[src/logic/cbw_regs.vh]
// Register indices, field positions, reset values and decode constants
`ifndef CBW_REGS_VH
`define CBW_REGS_VH

// Register indices; byte address is four times the index
`define CBW_IDX_IOW0_BOT   10'h02C
`define CBW_IDX_IOW0_TOP   10'h030
`define CBW_IDX_IOW1_BOT   10'h034
`define CBW_IDX_IOW1_TOP   10'h038
`define CBW_IDX_IRQ_ROUTE  10'h03C
`define CBW_IDX_IRQ_PIN    10'h03D
`define CBW_IDX_FWD_CTRL   10'h03E
`define CBW_IDX_BRD_VENDOR 10'h040
`define CBW_IDX_BRD_PROD   10'h042
`define CBW_IDX_SYS_CTRL   10'h080

// Reset values
`define CBW_RST_IRQ_ROUTE  8'hFF
`define CBW_RST_FWD_CTRL   16'h0340
`define CBW_RST_BRD_CODE   16'h0000
`define CBW_RST_TIE        1'h0
`define CBW_RST_UNLOCK_N   1'h1

// Forwarding control: writable bits
`define CBW_FWD_WR_MASK    16'h07EF
// Forwarding control field positions
`define CBW_FWD_POST       10
`define CBW_FWD_PREF1      9
`define CBW_FWD_PREF0      8
`define CBW_FWD_IRQSEL     7
`define CBW_FWD_CRST       6
`define CBW_FWD_MABT       5
`define CBW_FWD_VGA        3
`define CBW_FWD_ISA        2
`define CBW_FWD_SERR       1
`define CBW_FWD_PERR       0

// System control field positions
`define CBW_SYS_TIE        29
`define CBW_SYS_LOCK       5

// Interrupt pin codes
`define CBW_PIN_FIRST      8'h01
`define CBW_PIN_SECOND     8'h02

// Legacy ranges
`define CBW_ISA_TOP        16'hFFFF
`define CBW_VGA_IO0_LO     16'h03B0
`define CBW_VGA_IO0_HI     16'h03BB
`define CBW_VGA_IO1_LO     16'h03C0
`define CBW_VGA_IO1_HI     16'h03DF
`define CBW_VGA_MEM_LO     32'h000A0000
`define CBW_VGA_MEM_HI     32'h000BFFFF

`endif

[src/logic/cbw_window_ctrl.v]
// Per-socket I/O window, interrupt and bridge control register bank
//
// What this block does
// - Window bottom keeps bits 31..2 writable, bits 1..0 read zero.
// - Bottom upper half is the 64K page, lower half the window bottom.
// - Window top upper half reads zero; page comes from the bottom register.
// - Window top bits 15..2 are writable, doubleword granular.
// - Top comparison treats the two low address bits as ones.
// - A window with bottom and top both zero claims nothing.
// - Windows decide PCI-to-card and card-to-PCI I/O forwarding.
// - Writes to read-only window bits change nothing.
// - Routing byte is read/write storage, reset all ones.
// - Pin byte: 01h for function 0; function 1 gives 02h, or 01h if tied.
// - Control bits 15..11 and 4 read zero; reset value 0340h.
// - Control bit 10 enables write posting for this socket.
// - Control bits 9 and 8 mark memory windows 1 and 0 prefetchable.
// - Control bit 7 routes card interrupts to legacy IRQ instead of PCI.
// - Card reset follows control bit 6 and the PCI reset input.
// - Card master abort reports target abort and SERR only when bit 5 set.
// - Control bit 3 forwards VGA addresses to the card.
// - Control bit 2 blocks last 768 bytes of each 1K in the ISA range.
// - Control bit 1 forwards card system errors to PCI SERR.
// - Control bit 0 reports card parity errors on the parity output.
// - Board codes writable only while the lock bit is zero (default one).
// - Tied interrupts merge both requests onto the first line.
`timescale 1ns/1ps
`include "cbw_regs.vh"

module cbw_window_ctrl #(
    parameter FUNC_NUM = 0
) (
    input  wire        mclk_i,
    input  wire        rst_i,
    input  wire        ce_i,
    input  wire        hsel_i,
    input  wire [31:0] haddr_i,
    input  wire [1:0]  htrans_i,
    input  wire        hwrite_i,
    input  wire [2:0]  hsize_i,
    input  wire        hready_i,
    input  wire [31:0] hwdata_i,
    output wire [31:0] hrdata_o,
    output wire        hreadyout_o,
    output wire        hresp_o,
    input  wire        pci_io_valid_i,
    input  wire [31:0] pci_io_addr_i,
    output wire        pci_io_claim_o,
    input  wire        card_io_valid_i,
    input  wire [31:0] card_io_addr_i,
    output wire        card_io_to_pci_o,
    input  wire        pci_mem_valid_i,
    input  wire [31:0] pci_mem_addr_i,
    output wire        pci_mem_vga_claim_o,
    input  wire        int_req_a_i,
    input  wire        int_req_b_i,
    output wire        pci_inta_o,
    output wire        pci_intb_o,
    input  wire        card_func_irq_i,
    output wire        card_irq_to_pci_o,
    output wire        card_irq_to_legacy_o,
    input  wire        pci_reset_input_n_i,
    output wire        card_reset_o,
    input  wire        card_master_abort_i,
    input  wire        serr_enable_i,
    output wire        pci_target_abort_o,
    output wire        pci_serr_o,
    input  wire        card_syserr_n_i,
    input  wire        card_parity_err_n_i,
    output wire        card_parity_report_o,
    output wire        write_post_enable_o,
    output wire        window0_prefetchable_o,
    output wire        window1_prefetchable_o
);

    // Window state: bottom keeps 31..2, top keeps 15..2
    // Only writable bits are stored, so read-only bits cannot change
    reg  [29:0] win_bot_reg [0:1];
    reg  [13:0] win_top_reg [0:1];
    reg  [7:0]  irq_route_reg;
    reg  [15:0] fwd_ctrl_reg;
    reg  [15:0] brd_vendor_reg;
    reg  [15:0] brd_prod_reg;
    reg         tie_reg;
    reg         lock_reg;

    // Bus state
    reg         wr_pend_reg;
    reg         rd_pend_reg;
    reg  [9:0]  idx_reg;
    reg  [31:0] rdata_reg;

    // Synchronisers for pins
    reg  [1:0]  pci_reset_input_sync_reg;
    reg  [1:0]  cserr_sync_reg;
    reg  [1:0]  cperr_sync_reg;

    // Registered outputs
    reg         io_claim_reg;
    reg         io_up_reg;
    reg         mem_vga_reg;
    reg         inta_reg;
    reg         intb_reg;
    reg         irq_pci_reg;
    reg         irq_leg_reg;
    reg         crst_reg;
    reg         tabt_reg;
    reg         serr_reg;
    reg         perr_reg;

    wire [1:0]  pci_win_hit;
    wire [1:0]  card_win_hit;
    wire        addr_phase;
    wire        isa_block;
    wire        vga_io;
    wire [7:0]  pin_value;

    // Window hit with page match and inclusive low-half range
    function win_hit;
        input [31:0] addr;
        input [29:0] bot;
        input [13:0] top;
        begin
            win_hit = ((bot != 30'h00000000) || (top != 14'h0000)) &&
                      (addr[31:16] == bot[29:14]) &&
                      (addr[15:0] >= {bot[13:0], 2'h0}) &&
                      (addr[15:0] <= {top, 2'h3});
        end
    endfunction

    // Address range test for legacy decodes
    // Used for both VGA I/O ranges
    function in_range16;
        input [15:0] a;
        input [15:0] lo;
        input [15:0] hi;
        begin
            in_range16 = (a >= lo) && (a <= hi);
        end
    endfunction

    // Both windows checked for each direction
    // A card cycle goes up only when no window claims it
    genvar g;
    generate
        for (g = 0; g < 2; g = g + 1) begin : g_win
            assign pci_win_hit[g]  = win_hit(pci_io_addr_i, win_bot_reg[g],
                                             win_top_reg[g]);
            assign card_win_hit[g] = win_hit(card_io_addr_i, win_bot_reg[g],
                                             win_top_reg[g]);
        end
    endgenerate

    assign isa_block = fwd_ctrl_reg[`CBW_FWD_ISA] &&
                       (pci_io_addr_i[31:16] == 16'h0000) &&
                       (pci_io_addr_i[9:8] != 2'h0);

    assign vga_io = fwd_ctrl_reg[`CBW_FWD_VGA] &&
                    (pci_io_addr_i[31:16] == 16'h0000) &&
                    (in_range16(pci_io_addr_i[15:0], `CBW_VGA_IO0_LO,
                                `CBW_VGA_IO0_HI) ||
                     in_range16(pci_io_addr_i[15:0], `CBW_VGA_IO1_LO,
                                `CBW_VGA_IO1_HI));

    // pin code by function and tie
    assign pin_value = (FUNC_NUM == 0) ? `CBW_PIN_FIRST :
                       (tie_reg ? `CBW_PIN_FIRST : `CBW_PIN_SECOND);

    // Accepted address phase; the index is captured for the data phase
    assign addr_phase = hsel_i && hready_i && htrans_i[1];

    // Bus answers: reads take one wait state, writes none
    // A read needs a cycle to pick the register from the captured index;
    // writes land at the end of their data phase, so back to back is safe
    assign hreadyout_o = ~rd_pend_reg;
    assign hresp_o     = 1'b0;
    assign hrdata_o    = rdata_reg;

    // Read multiplexer on captured index
    // Unmapped indices and reserved bits read as zero
    reg [31:0] rd_mux;
    always @* begin
        rd_mux = 32'h00000000;
        case (idx_reg)
            `CBW_IDX_IOW0_BOT:   rd_mux = {win_bot_reg[0], 2'h0};
            `CBW_IDX_IOW1_BOT:   rd_mux = {win_bot_reg[1], 2'h0};
            `CBW_IDX_IOW0_TOP:   rd_mux = {16'h0000, win_top_reg[0], 2'h0};
            `CBW_IDX_IOW1_TOP:   rd_mux = {16'h0000, win_top_reg[1], 2'h0};
            `CBW_IDX_IRQ_ROUTE:  rd_mux = {24'h000000, irq_route_reg};
            `CBW_IDX_IRQ_PIN:    rd_mux = {24'h000000, pin_value};
            `CBW_IDX_FWD_CTRL:   rd_mux = {16'h0000, fwd_ctrl_reg};
            `CBW_IDX_BRD_VENDOR: rd_mux = {16'h0000, brd_vendor_reg};
            `CBW_IDX_BRD_PROD:   rd_mux = {16'h0000, brd_prod_reg};
            `CBW_IDX_SYS_CTRL: begin
                rd_mux[`CBW_SYS_TIE]  = tie_reg;
                rd_mux[`CBW_SYS_LOCK] = lock_reg;
            end
            default:             rd_mux = 32'h00000000;
        endcase
    end

    // Bus phase tracking and register writes
    always @(posedge mclk_i) begin
        if (rst_i) begin
            wr_pend_reg    <= 1'b0;
            rd_pend_reg    <= 1'b0;
            idx_reg        <= 10'h000;
            rdata_reg      <= 32'h00000000;
            win_bot_reg[0] <= 30'h00000000;
            win_bot_reg[1] <= 30'h00000000;
            win_top_reg[0] <= 14'h0000;
            win_top_reg[1] <= 14'h0000;
            irq_route_reg  <= `CBW_RST_IRQ_ROUTE;
            fwd_ctrl_reg   <= `CBW_RST_FWD_CTRL;
            brd_vendor_reg <= `CBW_RST_BRD_CODE;
            brd_prod_reg   <= `CBW_RST_BRD_CODE;
            tie_reg        <= `CBW_RST_TIE;
            lock_reg       <= `CBW_RST_UNLOCK_N;
        end else if (ce_i) begin
            if (rd_pend_reg) begin
                rd_pend_reg <= 1'b0;
                rdata_reg   <= rd_mux;
            end else begin
                wr_pend_reg <= addr_phase && hwrite_i;
                rd_pend_reg <= addr_phase && !hwrite_i;
                if (addr_phase) begin
                    idx_reg <= haddr_i[11:2];
                end
            end
            if (wr_pend_reg) begin
                case (idx_reg)
                    `CBW_IDX_IOW0_BOT: begin
                        win_bot_reg[0] <= hwdata_i[31:2];
                    end
                    `CBW_IDX_IOW1_BOT: begin
                        win_bot_reg[1] <= hwdata_i[31:2];
                    end
                    `CBW_IDX_IOW0_TOP: begin
                        win_top_reg[0] <= hwdata_i[15:2];
                    end
                    `CBW_IDX_IOW1_TOP: begin
                        win_top_reg[1] <= hwdata_i[15:2];
                    end
                    `CBW_IDX_IRQ_ROUTE: begin
                        irq_route_reg <= hwdata_i[7:0];
                    end
                    `CBW_IDX_FWD_CTRL: begin
                        fwd_ctrl_reg <= hwdata_i[15:0] & `CBW_FWD_WR_MASK;
                    end
                    `CBW_IDX_BRD_VENDOR: begin
                        if (!lock_reg) begin
                            brd_vendor_reg <= hwdata_i[15:0];
                        end
                    end
                    `CBW_IDX_BRD_PROD: begin
                        if (!lock_reg) begin
                            brd_prod_reg <= hwdata_i[15:0];
                        end
                    end
                    `CBW_IDX_SYS_CTRL: begin
                        // tie is global; lock guards the board codes
                        tie_reg  <= hwdata_i[`CBW_SYS_TIE];
                        lock_reg <= hwdata_i[`CBW_SYS_LOCK];
                    end
                    default: begin
                    end
                endcase
            end
        end
    end

    // Two-flop synchronisers for external pins
    // Pins are active low and inverted on entry so the pipelines
    // clear to the idle level and no false event follows reset
    always @(posedge mclk_i) begin
        if (rst_i) begin
            pci_reset_input_sync_reg  <= 2'h0;
            cserr_sync_reg <= 2'h0;
            cperr_sync_reg <= 2'h0;
        end else if (ce_i) begin
            pci_reset_input_sync_reg  <= {pci_reset_input_sync_reg[0], ~pci_reset_input_n_i};
            cserr_sync_reg <= {cserr_sync_reg[0], ~card_syserr_n_i};
            cperr_sync_reg <= {cperr_sync_reg[0], ~card_parity_err_n_i};
        end
    end

    // Forwarding decisions, one cycle after the request
    // Registering the decisions keeps the compare chains off the outputs;
    // a request seen at one edge is answered after it
    always @(posedge mclk_i) begin
        if (rst_i) begin
            io_claim_reg <= 1'b0;
            io_up_reg    <= 1'b0;
            mem_vga_reg  <= 1'b0;
        end else if (ce_i) begin
            // downstream I/O claim; VGA beats the ISA filter
            io_claim_reg <= pci_io_valid_i &&
                            (((|pci_win_hit) && !isa_block) || vga_io);
            io_up_reg    <= card_io_valid_i && !(|card_win_hit);
            mem_vga_reg  <= pci_mem_valid_i && fwd_ctrl_reg[`CBW_FWD_VGA] &&
                            (pci_mem_addr_i >= `CBW_VGA_MEM_LO) &&
                            (pci_mem_addr_i <= `CBW_VGA_MEM_HI);
        end
    end

    // Interrupt routing and error reporting
    // Card reset is held until the synchronised PCI reset has cleared,
    // so the card never leaves reset while the host is still in it
    always @(posedge mclk_i) begin
        if (rst_i) begin
            inta_reg    <= 1'b0;
            intb_reg    <= 1'b0;
            irq_pci_reg <= 1'b0;
            irq_leg_reg <= 1'b0;
            crst_reg    <= 1'b1;
            tabt_reg    <= 1'b0;
            serr_reg    <= 1'b0;
            perr_reg    <= 1'b0;
        end else if (ce_i) begin
            // merge onto first line when tied
            inta_reg    <= int_req_a_i | (tie_reg & int_req_b_i);
            intb_reg    <= int_req_b_i & ~tie_reg;
            irq_pci_reg <= card_func_irq_i & ~fwd_ctrl_reg[`CBW_FWD_IRQSEL];
            irq_leg_reg <= card_func_irq_i & fwd_ctrl_reg[`CBW_FWD_IRQSEL];
            // card reset from bit or PCI reset
            crst_reg    <= fwd_ctrl_reg[`CBW_FWD_CRST] | pci_reset_input_sync_reg[1];
            tabt_reg    <= card_master_abort_i & fwd_ctrl_reg[`CBW_FWD_MABT];
            serr_reg    <= (card_master_abort_i & fwd_ctrl_reg[`CBW_FWD_MABT] &
                            serr_enable_i) |
                           (cserr_sync_reg[1] & fwd_ctrl_reg[`CBW_FWD_SERR]);
            perr_reg    <= cperr_sync_reg[1] & fwd_ctrl_reg[`CBW_FWD_PERR];
        end
    end

    assign pci_io_claim_o       = io_claim_reg;
    assign card_io_to_pci_o     = io_up_reg;
    assign pci_mem_vga_claim_o  = mem_vga_reg;
    assign pci_inta_o           = inta_reg;
    assign pci_intb_o           = intb_reg;
    assign card_irq_to_pci_o    = irq_pci_reg;
    assign card_irq_to_legacy_o = irq_leg_reg;
    assign card_reset_o         = crst_reg;
    assign pci_target_abort_o   = tabt_reg;
    assign pci_serr_o           = serr_reg;
    assign card_parity_report_o = perr_reg;
    assign write_post_enable_o    = fwd_ctrl_reg[`CBW_FWD_POST];
    assign window0_prefetchable_o = fwd_ctrl_reg[`CBW_FWD_PREF0];
    assign window1_prefetchable_o = fwd_ctrl_reg[`CBW_FWD_PREF1];

endmodule

[config.mk]
export PLATFORM = sky130hd
export DESIGN_NAME = cbw_window_ctrl
export DESIGN_NICKNAME = d
export VERILOG_FILES = /design/src/logic/cbw_window_ctrl.v
export VERILOG_INCLUDE_DIRS = /design/src /design/src/logic
export SDC_FILE = /design/constraint.sdc
export NUM_CORES = 1
export LEC_CHECK = 0
export BUFFER_PORTS_ARGS = -buffer_cell sky130_fd_sc_hd__buf_4
export CAP_MARGIN = 20
export CORE_MARGIN = 2
export CORE_UTILIZATION = 42
export CTS_CLUSTER_DIAMETER = 40
export CTS_CLUSTER_SIZE = 24
export DETAILED_ROUTE_END_ITERATION = 10
export HOLD_SLACK_MARGIN = 0.06
export PLACE_DENSITY = 0.65
export SLEW_MARGIN = 15
export SYNTH_ARGS = -nofsm -noshare
export SYNTH_HDL_FRONTEND = slang
export SYNTH_SLANG_ARGS = --single-unit
export TNS_END_PERCENT = 30
[constraint.sdc]
create_clock -name mclk_i -period 3.4 [get_ports mclk_i]
set_input_delay 0.34 -clock mclk_i [delete_from_list [all_inputs] [get_ports mclk_i]]
set_output_delay 0.34 -clock mclk_i [all_outputs]
set_load 0.01 [all_outputs]
==> results of run 1 <==
## timing repair
action | CTS | global route
endpoints found under the hold margin | 24 | 1
setup buffers | 0 | 0
hold buffers | 22 | 1
## cell families after synthesis
family	share of synthesized area, %
simple gates	19.1
compound gates	14.5
flops	42.3
buf+inv	4.24
fa+ha+maj	12.1
xor+xnor	4.84
mux	2.79
other cells	0.0324
## metrics by stage
step	power, mW	setup WS, ns	std cells	hold WS (ns)
after floorplan	3.01	0.942	1191	0.431
after global placement	3.35	0.930	1682	0.437
after detailed placement	3.36	0.853	1682	0.444
after CTS	6.67	0.817	1758	0.0602
after global routing	6.87	0.727	1759	0.0602
final	6.65	0.842	1759	0.0665
## area by class of cell
type / count / area, um2 / area share [%]
clock buffers: 36 / 825 / 5.64
multi-input cells: 875 / 6200 / 42.4
flip-flops and latches: 201 / 4900 / 33.5
inverters: 61 / 229 / 1.57
well taps: 341 / 427 / 2.92
repair buffers: 227 / 1770 / 12.1
clock inverters: 18 / 263 / 1.80
## worst max-delay path: cells and delay by family (launching register included)
| family | cells | cell delay (ns) |
|---|---|---|
| fa+ha+maj | 1 | 0.30 |
| buf+inv | 1 | 0.11 |
| flops | 1 | 0.50 |
| compound gates | 5 | 1.37 |
| simple gates | 1 | 0.13 |
## layout by cell type, fill, tap and decap left out, types with 31 or more instances in the layout
master / count
dfxtp_1: 113
nand2_1: 123
ha_1: 112
edfxtp_1: 88
clkbuf_16: 31
a21oi_1: 90
nand4_1: 37
a221oi_1: 33
nor4_1: 36
nor2_1: 86
and2_1: 45
xnor2_1: 48
inv_1: 61
buf_4: 203
## power by group
part           internal [mW]  total, mW  switching, mW
sequential              2.57       2.65         0.0795
clock                   2.13       3.31           1.18
combinational          0.326      0.695          0.368
## path summary, 6_finish.rpt
path / startpoint / end / slack, ns / depth (start not counted)
worst max register to register: win_bot_reg[0][31]$_DFFE_PP_ / pci_io_claim_o$_SDFFE_PP0P_ / 0.84 / 8
worst min-delay path: card_master_abort_i / pci_target_abort_o$_SDFFE_PP0P_ / 0.07 / 3
worst min register to register: brd_vendor_reg[6]$_SDFFE_PP0P_ / brd_vendor_reg[6]$_SDFFE_PP0P_ / 0.45 / 2
worst max-delay path: win_bot_reg[0][31]$_DFFE_PP_ / pci_io_claim_o$_SDFFE_PP0P_ / 0.84 / 8
## layer usage
layer  wire length (um)  global-route usage, %
met2              18200                   43.7
met3               3170                   3.93
met5                  0                      0
met4               1660                   11.0
met1              16600                   36.1
==> impl_metrics.yaml, run 1 <==
status:
  outcome: "complete, no violations"
synthesis:
  synth_area_um2: 11600
  synth_common_cells: "nand2_1 (123), dfxtp_1 (113), ha_1 (112)"
  syn_nets: 1485
  synth_cell_types: 70
  synth_edf_count: 88
  synth_most_common_cell: "nand2_1"
  synthFlopType: "dfxtp_1"
  synth_top_cell_by_area: "edfxtp_1"
  seq_area_frac_synth_pct: 42.3
  synth_top_area_share_pct: 22.8
  ys_top_cells_by_area: "edfxtp_1 (23%), dfxtp_1 (20%), ha_1 (12%), nand2_1 (4.0%), a21oi_1 (3.9%)"
  async_reset_ff_share_pct: 0
  syn_avg_cell_area_um2: 9.73
  ys_ff_latch: 201
  syn_inst: 1191
  yosysWarnings: 0
global_routing:
  overflow: 0
  track_usage_pct: 26.9
  antenna_found_initial: 0
  grt_pass1_vias: 10300
  grt_max_degree: 71
  grt_pass1_wl_mm: 59.0
routing:
  antenna_left: 0
  vias: 10400
  totalWireLength_mm: 39.6
  drcViolationCount: 0
  drt-vias-per-instance: 5.89
  first_iter_violations: 793
  post_drt_wl_per_cell_um: 22.5
  dr.pass1.iters: 5
critical_path:
  critPathSlowestCell: "edfxtp_1"
  crit_chain: "inv_1 -> ha_1 -> nor2b_1 -> a311o_1 -> a221oi_1 -> o21ai_0 -> a221oi_1 -> o21ai_0"
  critPathMaxFanout: 3
  critPathLaunchType: "flip-flop"
  crit_type: "flip-flop to flip-flop"
  cp-end-kind: "flip-flop"
  arrival_ns: 2.97
  crit_required_ns: 3.81
  cp_slowest_stage_delay_ns: 0.50
placed_design:
  place_congestion: 0.938
  hpwl_mm: 29.8
  place_area_um2: 13300
  io_buffers: 185
cts:
  clkTransAtPathRegs_ns: 0.06
  clockRootBuffer: "clkbuf_16"
  cts_tree: "built"
  cts_buffers: 29
  clk_path_buf_depth: 3
  cts_max_level: 1
  cts.sinks: 201
  cts_resized: 0
  clkLatencyLatePin_ns: 0.56
layout:
  drive_gt1_share_pct: 19.7
  insertedDiodeCount: 0
  syn_to_final_growth_pct: 26.2
  post-route-util_pct: 54.1
  largest_reg_flops: 60
  fillers: 2362
  stdcell_area_um2: 14600
  nNetsFinal: 1689
die:
  num_rows: 60
  die_h_um: 170
  ioPinCount: 230
  core_um2: 27000
  die_x_um: 170
  initial_core_util_pct: 42.9
  dieArea_um2: 28900
flow_run:
  maxCapViolations: 0
timing:
  fin_crit_ns: 2.56
  fmax_mhz: 391
  setup_tns_ns: 0
  final.period_utilization_pct: 75.2
  slew_violations: 0
  hold_viol_final: 0
  tightestPinTransition_ns: 0.853
  setup_viol: 0
  finClkSkew_ns: 0.0340
  rsz0062_at_grt: "false"
  slew_headroom_pct: 43.1
min_path:
  hold_path.class: "input port to flip-flop"
pwr:
  irDropWorstVdd_mv: 0.379
  power.leakage_nw: 5.75
  powerDensity_nw_per_um2: 455
Power figures use the tool's default switching activity.
==> run 2, diff against run 1 <==
--- a/config.mk
+++ b/config.mk
@@ -6,6 +6,7 @@
 export SDC_FILE = /design/constraint.sdc
 export NUM_CORES = 1
 export LEC_CHECK = 0
+export ABC_AREA = 1
 export BUFFER_PORTS_ARGS = -buffer_cell sky130_fd_sc_hd__buf_4
 export CAP_MARGIN = 20
 export CORE_MARGIN = 2
@@ -14,7 +15,7 @@
 export CTS_CLUSTER_SIZE = 24
 export DETAILED_ROUTE_END_ITERATION = 10
 export HOLD_SLACK_MARGIN = 0.06
-export PLACE_DENSITY = 0.65
+export PLACE_DENSITY = 0.64
 export SLEW_MARGIN = 15
 export SYNTH_ARGS = -nofsm -noshare
 export SYNTH_HDL_FRONTEND = slang
==> constraint.sdc (replaced) <==
create_clock -name mclk_i -period 2.5 [get_ports mclk_i]
set_input_delay 0.25 -clock mclk_i [delete_from_list [all_inputs] [get_ports mclk_i]]
set_output_delay 0.25 -clock mclk_i [all_outputs]
set_load 0.01 [all_outputs]
==> impl_metrics.yaml, run 2 <==
cts:
  clkLatencyLatePin_ns: 0.55
  cts_max_level: 1
  clockRootBuffer: "clkbuf_16"
  cts.sinks: 201
  clkTransAtPathRegs_ns: 0.06
  cts_tree: "built"
  clk_path_buf_depth: 3
  cts_buffers: 30
  cts_setup_buffers: 0
status:
  outcome: "complete, no violations"
pwr:
  irDropWorstVdd_mv: 0.564
  power.leakage_nw: 6.96
  powerDensity_nw_per_um2: 566
timing:
  slew_violations: 0
  slew_headroom_pct: 39.4
  tightestPinTransition_ns: 0.908
  hold_viol_final: 0
  setup_tns_ns: 0
  fin_crit_ns: 2.21
  rsz0062_at_grt: "false"
  finClkSkew_ns: 0.0220
  setup_viol: 0
  fmax_mhz: 452
  final.period_utilization_pct: 88.6
min_path:
  hold_path.class: "input port to flip-flop"
synthesis:
  synthMuxAreaShare_pct: 0
  syn_nets: 1859
  synth_simple_gate_area_share_pct: 22.3
  synthFlopType: "dfxtp_1"
  syn_avg_cell_area_um2: 7.76
  synth_top_cell_by_area: "edfxtp_1"
  synthAdderAreaFrac_pct: 11.5
  ys_ff_latch: 201
  synth_xor_area_share_pct: 2.02
  synth_top_family_by_area: "simple AND/OR/NAND/NOR gates"
  synth_edf_count: 88
  ys_top_cells_by_area: "edfxtp_1 (22%), dfxtp_1 (19%), ha_1 (12%), nand2_1 (9.7%), inv_1 (6.6%)"
  synth_most_common_cell: "nand2_1"
  seq_area_frac_synth_pct: 40.4
  syn_inst: 1565
  synth_top_area_share_pct: 21.8
  yosysWarnings: 0
  synth_area_um2: 12100
  synth_common_cells: "nand2_1 (315), inv_1 (214), nor2_1 (184)"
  async_reset_ff_share_pct: 0
  synth_cell_types: 46
  synth_compound_area_share_pct: 15.0
routing:
  drcViolationCount: 0
  first_iter_violations: 1016
  post_drt_wl_per_cell_um: 17.7
  antenna_left: 0
  dr.pass1.iters: 5
  vias: 11600
  totalWireLength_mm: 39.4
  drt-vias-per-instance: 5.21
layout:
  final_common_cell: "nand2_1"
  drive_gt1_share_pct: 16.2
  syn_to_final_growth_pct: 28.0
  largest_reg_flops: 60
  nNetsFinal: 2105
  post-route-util_pct: 54.3
  final_cell_mix: "nand2_1 (315), inv_1 (213), buf_4 (202)"
  insertedDiodeCount: 0
die:
  die_h_um: 174
  core_um2: 28600
  num_rows: 62
  ioPinCount: 230
  initial_core_util_pct: 42.4
  die_x_um: 174
  dieArea_um2: 30300
critical_path:
  cp-end-kind: "flip-flop"
  crit_required_ns: 2.98
  arrival_ns: 2.69
  crit_type: "input port to flip-flop"
  critPathLaunchType: "input port"
  critPathMaxFanout: 1
flow_run:
  maxCapViolations: 0
placed_design:
  io_buffers: 185
  hpwl_mm: 30.4
  place_congestion: 0.916
global_routing:
  antenna_found_initial: 0
  grt_pass1_wl_mm: 59.8
  grt_max_degree: 66
  grt_pass1_vias: 10900
  track_usage_pct: 25.4
  overflow: 0
## run 2: cell count changes after synthesis, sizes merged, moves of 45 or more
cell,previous run,this run
inv,61,222
a21oi,90,143
nand2,123,319
o22ai,0,50
o21ai,19,93
nor2,88,190
and2,45,0
## run 2: metal layers
layer  global-route usage (%)  routed length, um  vias up  share of wire, %
met1                     35.4              17800     5368                45
met3                     4.31               2900       42               7.4
met4                     4.87                571        0               1.5
met5                        0                  0        -                 0
li1                         -                  -     5755                 -
met2                     41.7              18100      386                46
## run 2: worst max-delay path: stages
cell           delay [ns]
dlygate4sd3_1        0.53
buf_4                0.13
nor4_1               0.14
dlygate4sd3_1        0.59
nand2_1              0.05
dlygate4sd3_1        0.55
or3_1                0.34
a21oi_1              0.12
## run 2: cells by family after synthesis
group / count (synthesis)
buf+inv: 267
compound gates: 328
other cells: 1
simple gates: 628
fa+ha+maj: 112
flops: 201
xor+xnor: 28
## run 2: report_power, final
group	internal [mW]	total, mW	switching [mW]
combinational	0.467	1.07	0.599
clock	2.47	4.20	1.73
sequential	3.49	3.55	0.0533
## run 2: through the flow
stage | power [mW] | cells | hold WS, ns | worst slack (ns) | cell area, um2
3_3_place_gp | 4.58 | 2108 | 0.429 | 0.448 | 14000
4_1_cts | 8.85 | 2219 | 0.0601 | 0.341 | 15600
2_1_floorplan | 4.15 | 1565 | 0.344 | 0.151 | 12200
6_report | 8.81 | 2219 | 0.0692 | 0.285 | 15600
5_1_grt | 9.15 | 2219 | 0.0727 | 0.120 | 15600
3_5_place_dp | 4.61 | 2108 | 0.434 | 0.397 | 14000
## run 2: area by class of cell
class,count,area (um2)
Timing Repair Buffer,259,2110
Fill cell,2686,13100
Tap cell,384,480
Inverter,222,836
Sequential cell,201,4900
Clock buffer,33,782
Clock inverter,23,256
Multi-Input combinational cell,1097,6190
## run 2: final timing paths
check | to | startpoint | slack [ns] | cells after the start
max | pci_mem_vga_claim_o$_SDFFE_PP0P_ | pci_mem_addr_i[25] | 0.29 | 8
min reg2reg | brd_vendor_reg[5]$_SDFFE_PP0P_ | brd_vendor_reg[5]$_SDFFE_PP0P_ | 0.45 | 2
min | idx_reg[3]$_SDFFE_PP0P_ | haddr_i[5] | 0.07 | 3
max reg2reg | pci_io_claim_o$_SDFFE_PP0P_ | win_bot_reg[0][13]$_DFFE_PP_ | 0.36 | 14
## run 2: what timing repair did
action,4_1_cts,5_1_grt
endpoints found under the hold margin,84,0
hold buffers,55,0
gates resized for setup,0,0
==> run 3, diff against run 2 <==
--- a/config.mk
+++ b/config.mk
@@ -15,7 +15,7 @@
 export CTS_CLUSTER_SIZE = 24
 export DETAILED_ROUTE_END_ITERATION = 10
 export HOLD_SLACK_MARGIN = 0.06
-export PLACE_DENSITY = 0.64
+export PLACE_DENSITY = 0.69
 export SLEW_MARGIN = 15
 export SYNTH_ARGS = -nofsm -noshare
 export SYNTH_HDL_FRONTEND = slang
==> impl_metrics.yaml, run 3 (synthesis results as in run 2) <==
status:
  outcome: "complete, no violations"
routing:
  vias: 11700
  drt-vias-per-instance: 5.30
  drcViolationCount: 0
  totalWireLength_mm: 39.5
  antenna_left: 0
  dr.pass1.iters: 5
  post_drt_wl_per_cell_um: 18.0
  first_iter_violations: 1188
pwr:
  irDropWorstVdd_mv: 0.568
  power.leakage_nw: 6.85
  powerDensity_nw_per_um2: 544
timing:
  rsz0062_at_grt: "false"
  finClkSkew_ns: 0.00969
  setup_viol: 0
  tightestPinTransition_ns: 0.934
  slew_headroom_pct: 37.7
  final.period_utilization_pct: 85.7
  fmax_mhz: 467
  hold_viol_final: 0
  fin_crit_ns: 2.14
  setup_tns_ns: 0
  slew_violations: 0
die:
  die_h_um: 174
  num_rows: 62
  dieArea_um2: 30300
  initial_core_util_pct: 42.4
  ioPinCount: 230
  core_um2: 28600
  die_x_um: 174
layout:
  syn_to_final_growth_pct: 25.6
  drive_gt1_share_pct: 15.8
  nNetsFinal: 2087
  final_cell_mix: "nand2_1 (315), inv_1 (213), buf_4 (199)"
  fillers: 2711
  insertedDiodeCount: 0
  instances_no_fill: 2197
  stdcell_area_um2: 15300
  largest_reg_flops: 60
  final_common_cell: "nand2_1"
  seqCellArea_um2: 4900
  multi_input_area_um2: 6190
critical_path:
  critPathLaunchType: "flip-flop"
  critPathMaxFanout: 3
  crit_chain: "inv_1 -> ha_1 -> a21oi_1 -> o21ai_0 -> nor2_1 -> nand2_1 -> nand2_1 -> nand3_1 -> nand2_1 -> nand2_1 -> nand2_1 -> nand2_1 -> a21oi_1"
  critPathSlowestCell: "edfxtp_1"
  crit_required_ns: 2.95
  critPathMostFrequentCell: "nand2_1"
  cp_slowest_stage_delay_ns: 0.42
  crit_family: "simple AND/OR/NAND/NOR gates"
  crit_type: "flip-flop to flip-flop"
  crit_buf_inv: 1
  cp-end-kind: "flip-flop"
  arrival_ns: 2.60
cts:
  hold_buffers: 42
  cts.sinks: 201
  cts_max_level: 1
  clkLatencyLatePin_ns: 0.53
  cts_tree: "built"
  cts_resized: 0
  cts_buffers: 27
  clockRootBuffer: "clkbuf_16"
  clk_path_buf_depth: 3
  cts_setup_buffers: 0
  clkTransAtPathRegs_ns: 0.06
global_routing:
  antenna_found_initial: 0
  overflow: 0
  grt-busiest-layer: "met2"
  track_usage_pct: 25.6
  grt_use_met2_pct: 41.9
  grtUsageMet1_pct: 34.7
  grt_pass1_vias: 11200
  grt_pass1_wl_mm: 60.6
  grt_max_degree: 47
  grtUsageMet3_pct: 3.74
min_path:
  hold_path.class: "input port to flip-flop"
placed_design:
  place_congestion: 0.937
  place_area_um2: 14000
  io_buffers: 185
  hpwl_mm: 30.6
  dp.cells: 2106
flow_run:
  maxCapViolations: 0
## run 3: path summary, 6_finish.rpt
check	startpoint	end	slack, ns	cells past startpoint
min reg2reg	brd_vendor_reg[3]$_SDFFE_PP0P_	brd_vendor_reg[3]$_SDFFE_PP0P_	0.45	2
max	win_top_reg[0][13]$_DFFE_PP_	pci_io_claim_o$_SDFFE_PP0P_	0.36	13
max reg2reg	win_top_reg[0][13]$_DFFE_PP_	pci_io_claim_o$_SDFFE_PP0P_	0.36	13
min	pci_io_valid_i	pci_io_claim_o$_SDFFE_PP0P_	0.08	5
## run 3: metrics by stage
step	util [%]	setup WS [ns]	hold slack, ns	power (mW)
global route	53.3	0.191	0.0888	8.60
detailed placement	48.8	0.420	0.432	4.61
finish	53.3	0.357	0.0753	8.29
CTS	53.3	0.390	0.0614	8.31
floorplan	-	0.151	0.344	4.15
global placement	48.8	0.427	0.429	4.58
## run 3: layout make-up
cell class | instances | area share [%]
flip-flops and latches | 201 | 32.1
clock inverters | 15 | 0.869
multi-input cells | 1097 | 40.5
clock buffers | 34 | 4.88
well taps | 384 | 3.15
inverters | 222 | 5.48
repair buffers | 244 | 12.9
## run 3: metal layers
metal	share of wire (%)	vias up
met5	0	-
met4	3.4	0
li1	-	5710
met3	7.6	74
met2	46	470
met1	43	5397
## run 3: where the power goes
group	leakage [nW]	switching (mW)	internal [mW]
Clock	0.441	1.53	2.16
Combinational	4.58	0.604	0.456
Sequential	1.82	0.0542	3.49
## run 3: worst reg2reg max path, delay by kind of cell, from the launching register on
family          cells  cell delay [ns]
simple gates        8             0.78
flops               1             0.42
compound gates      3             0.37
fa+ha+maj           1             0.29
buf+inv             1             0.21
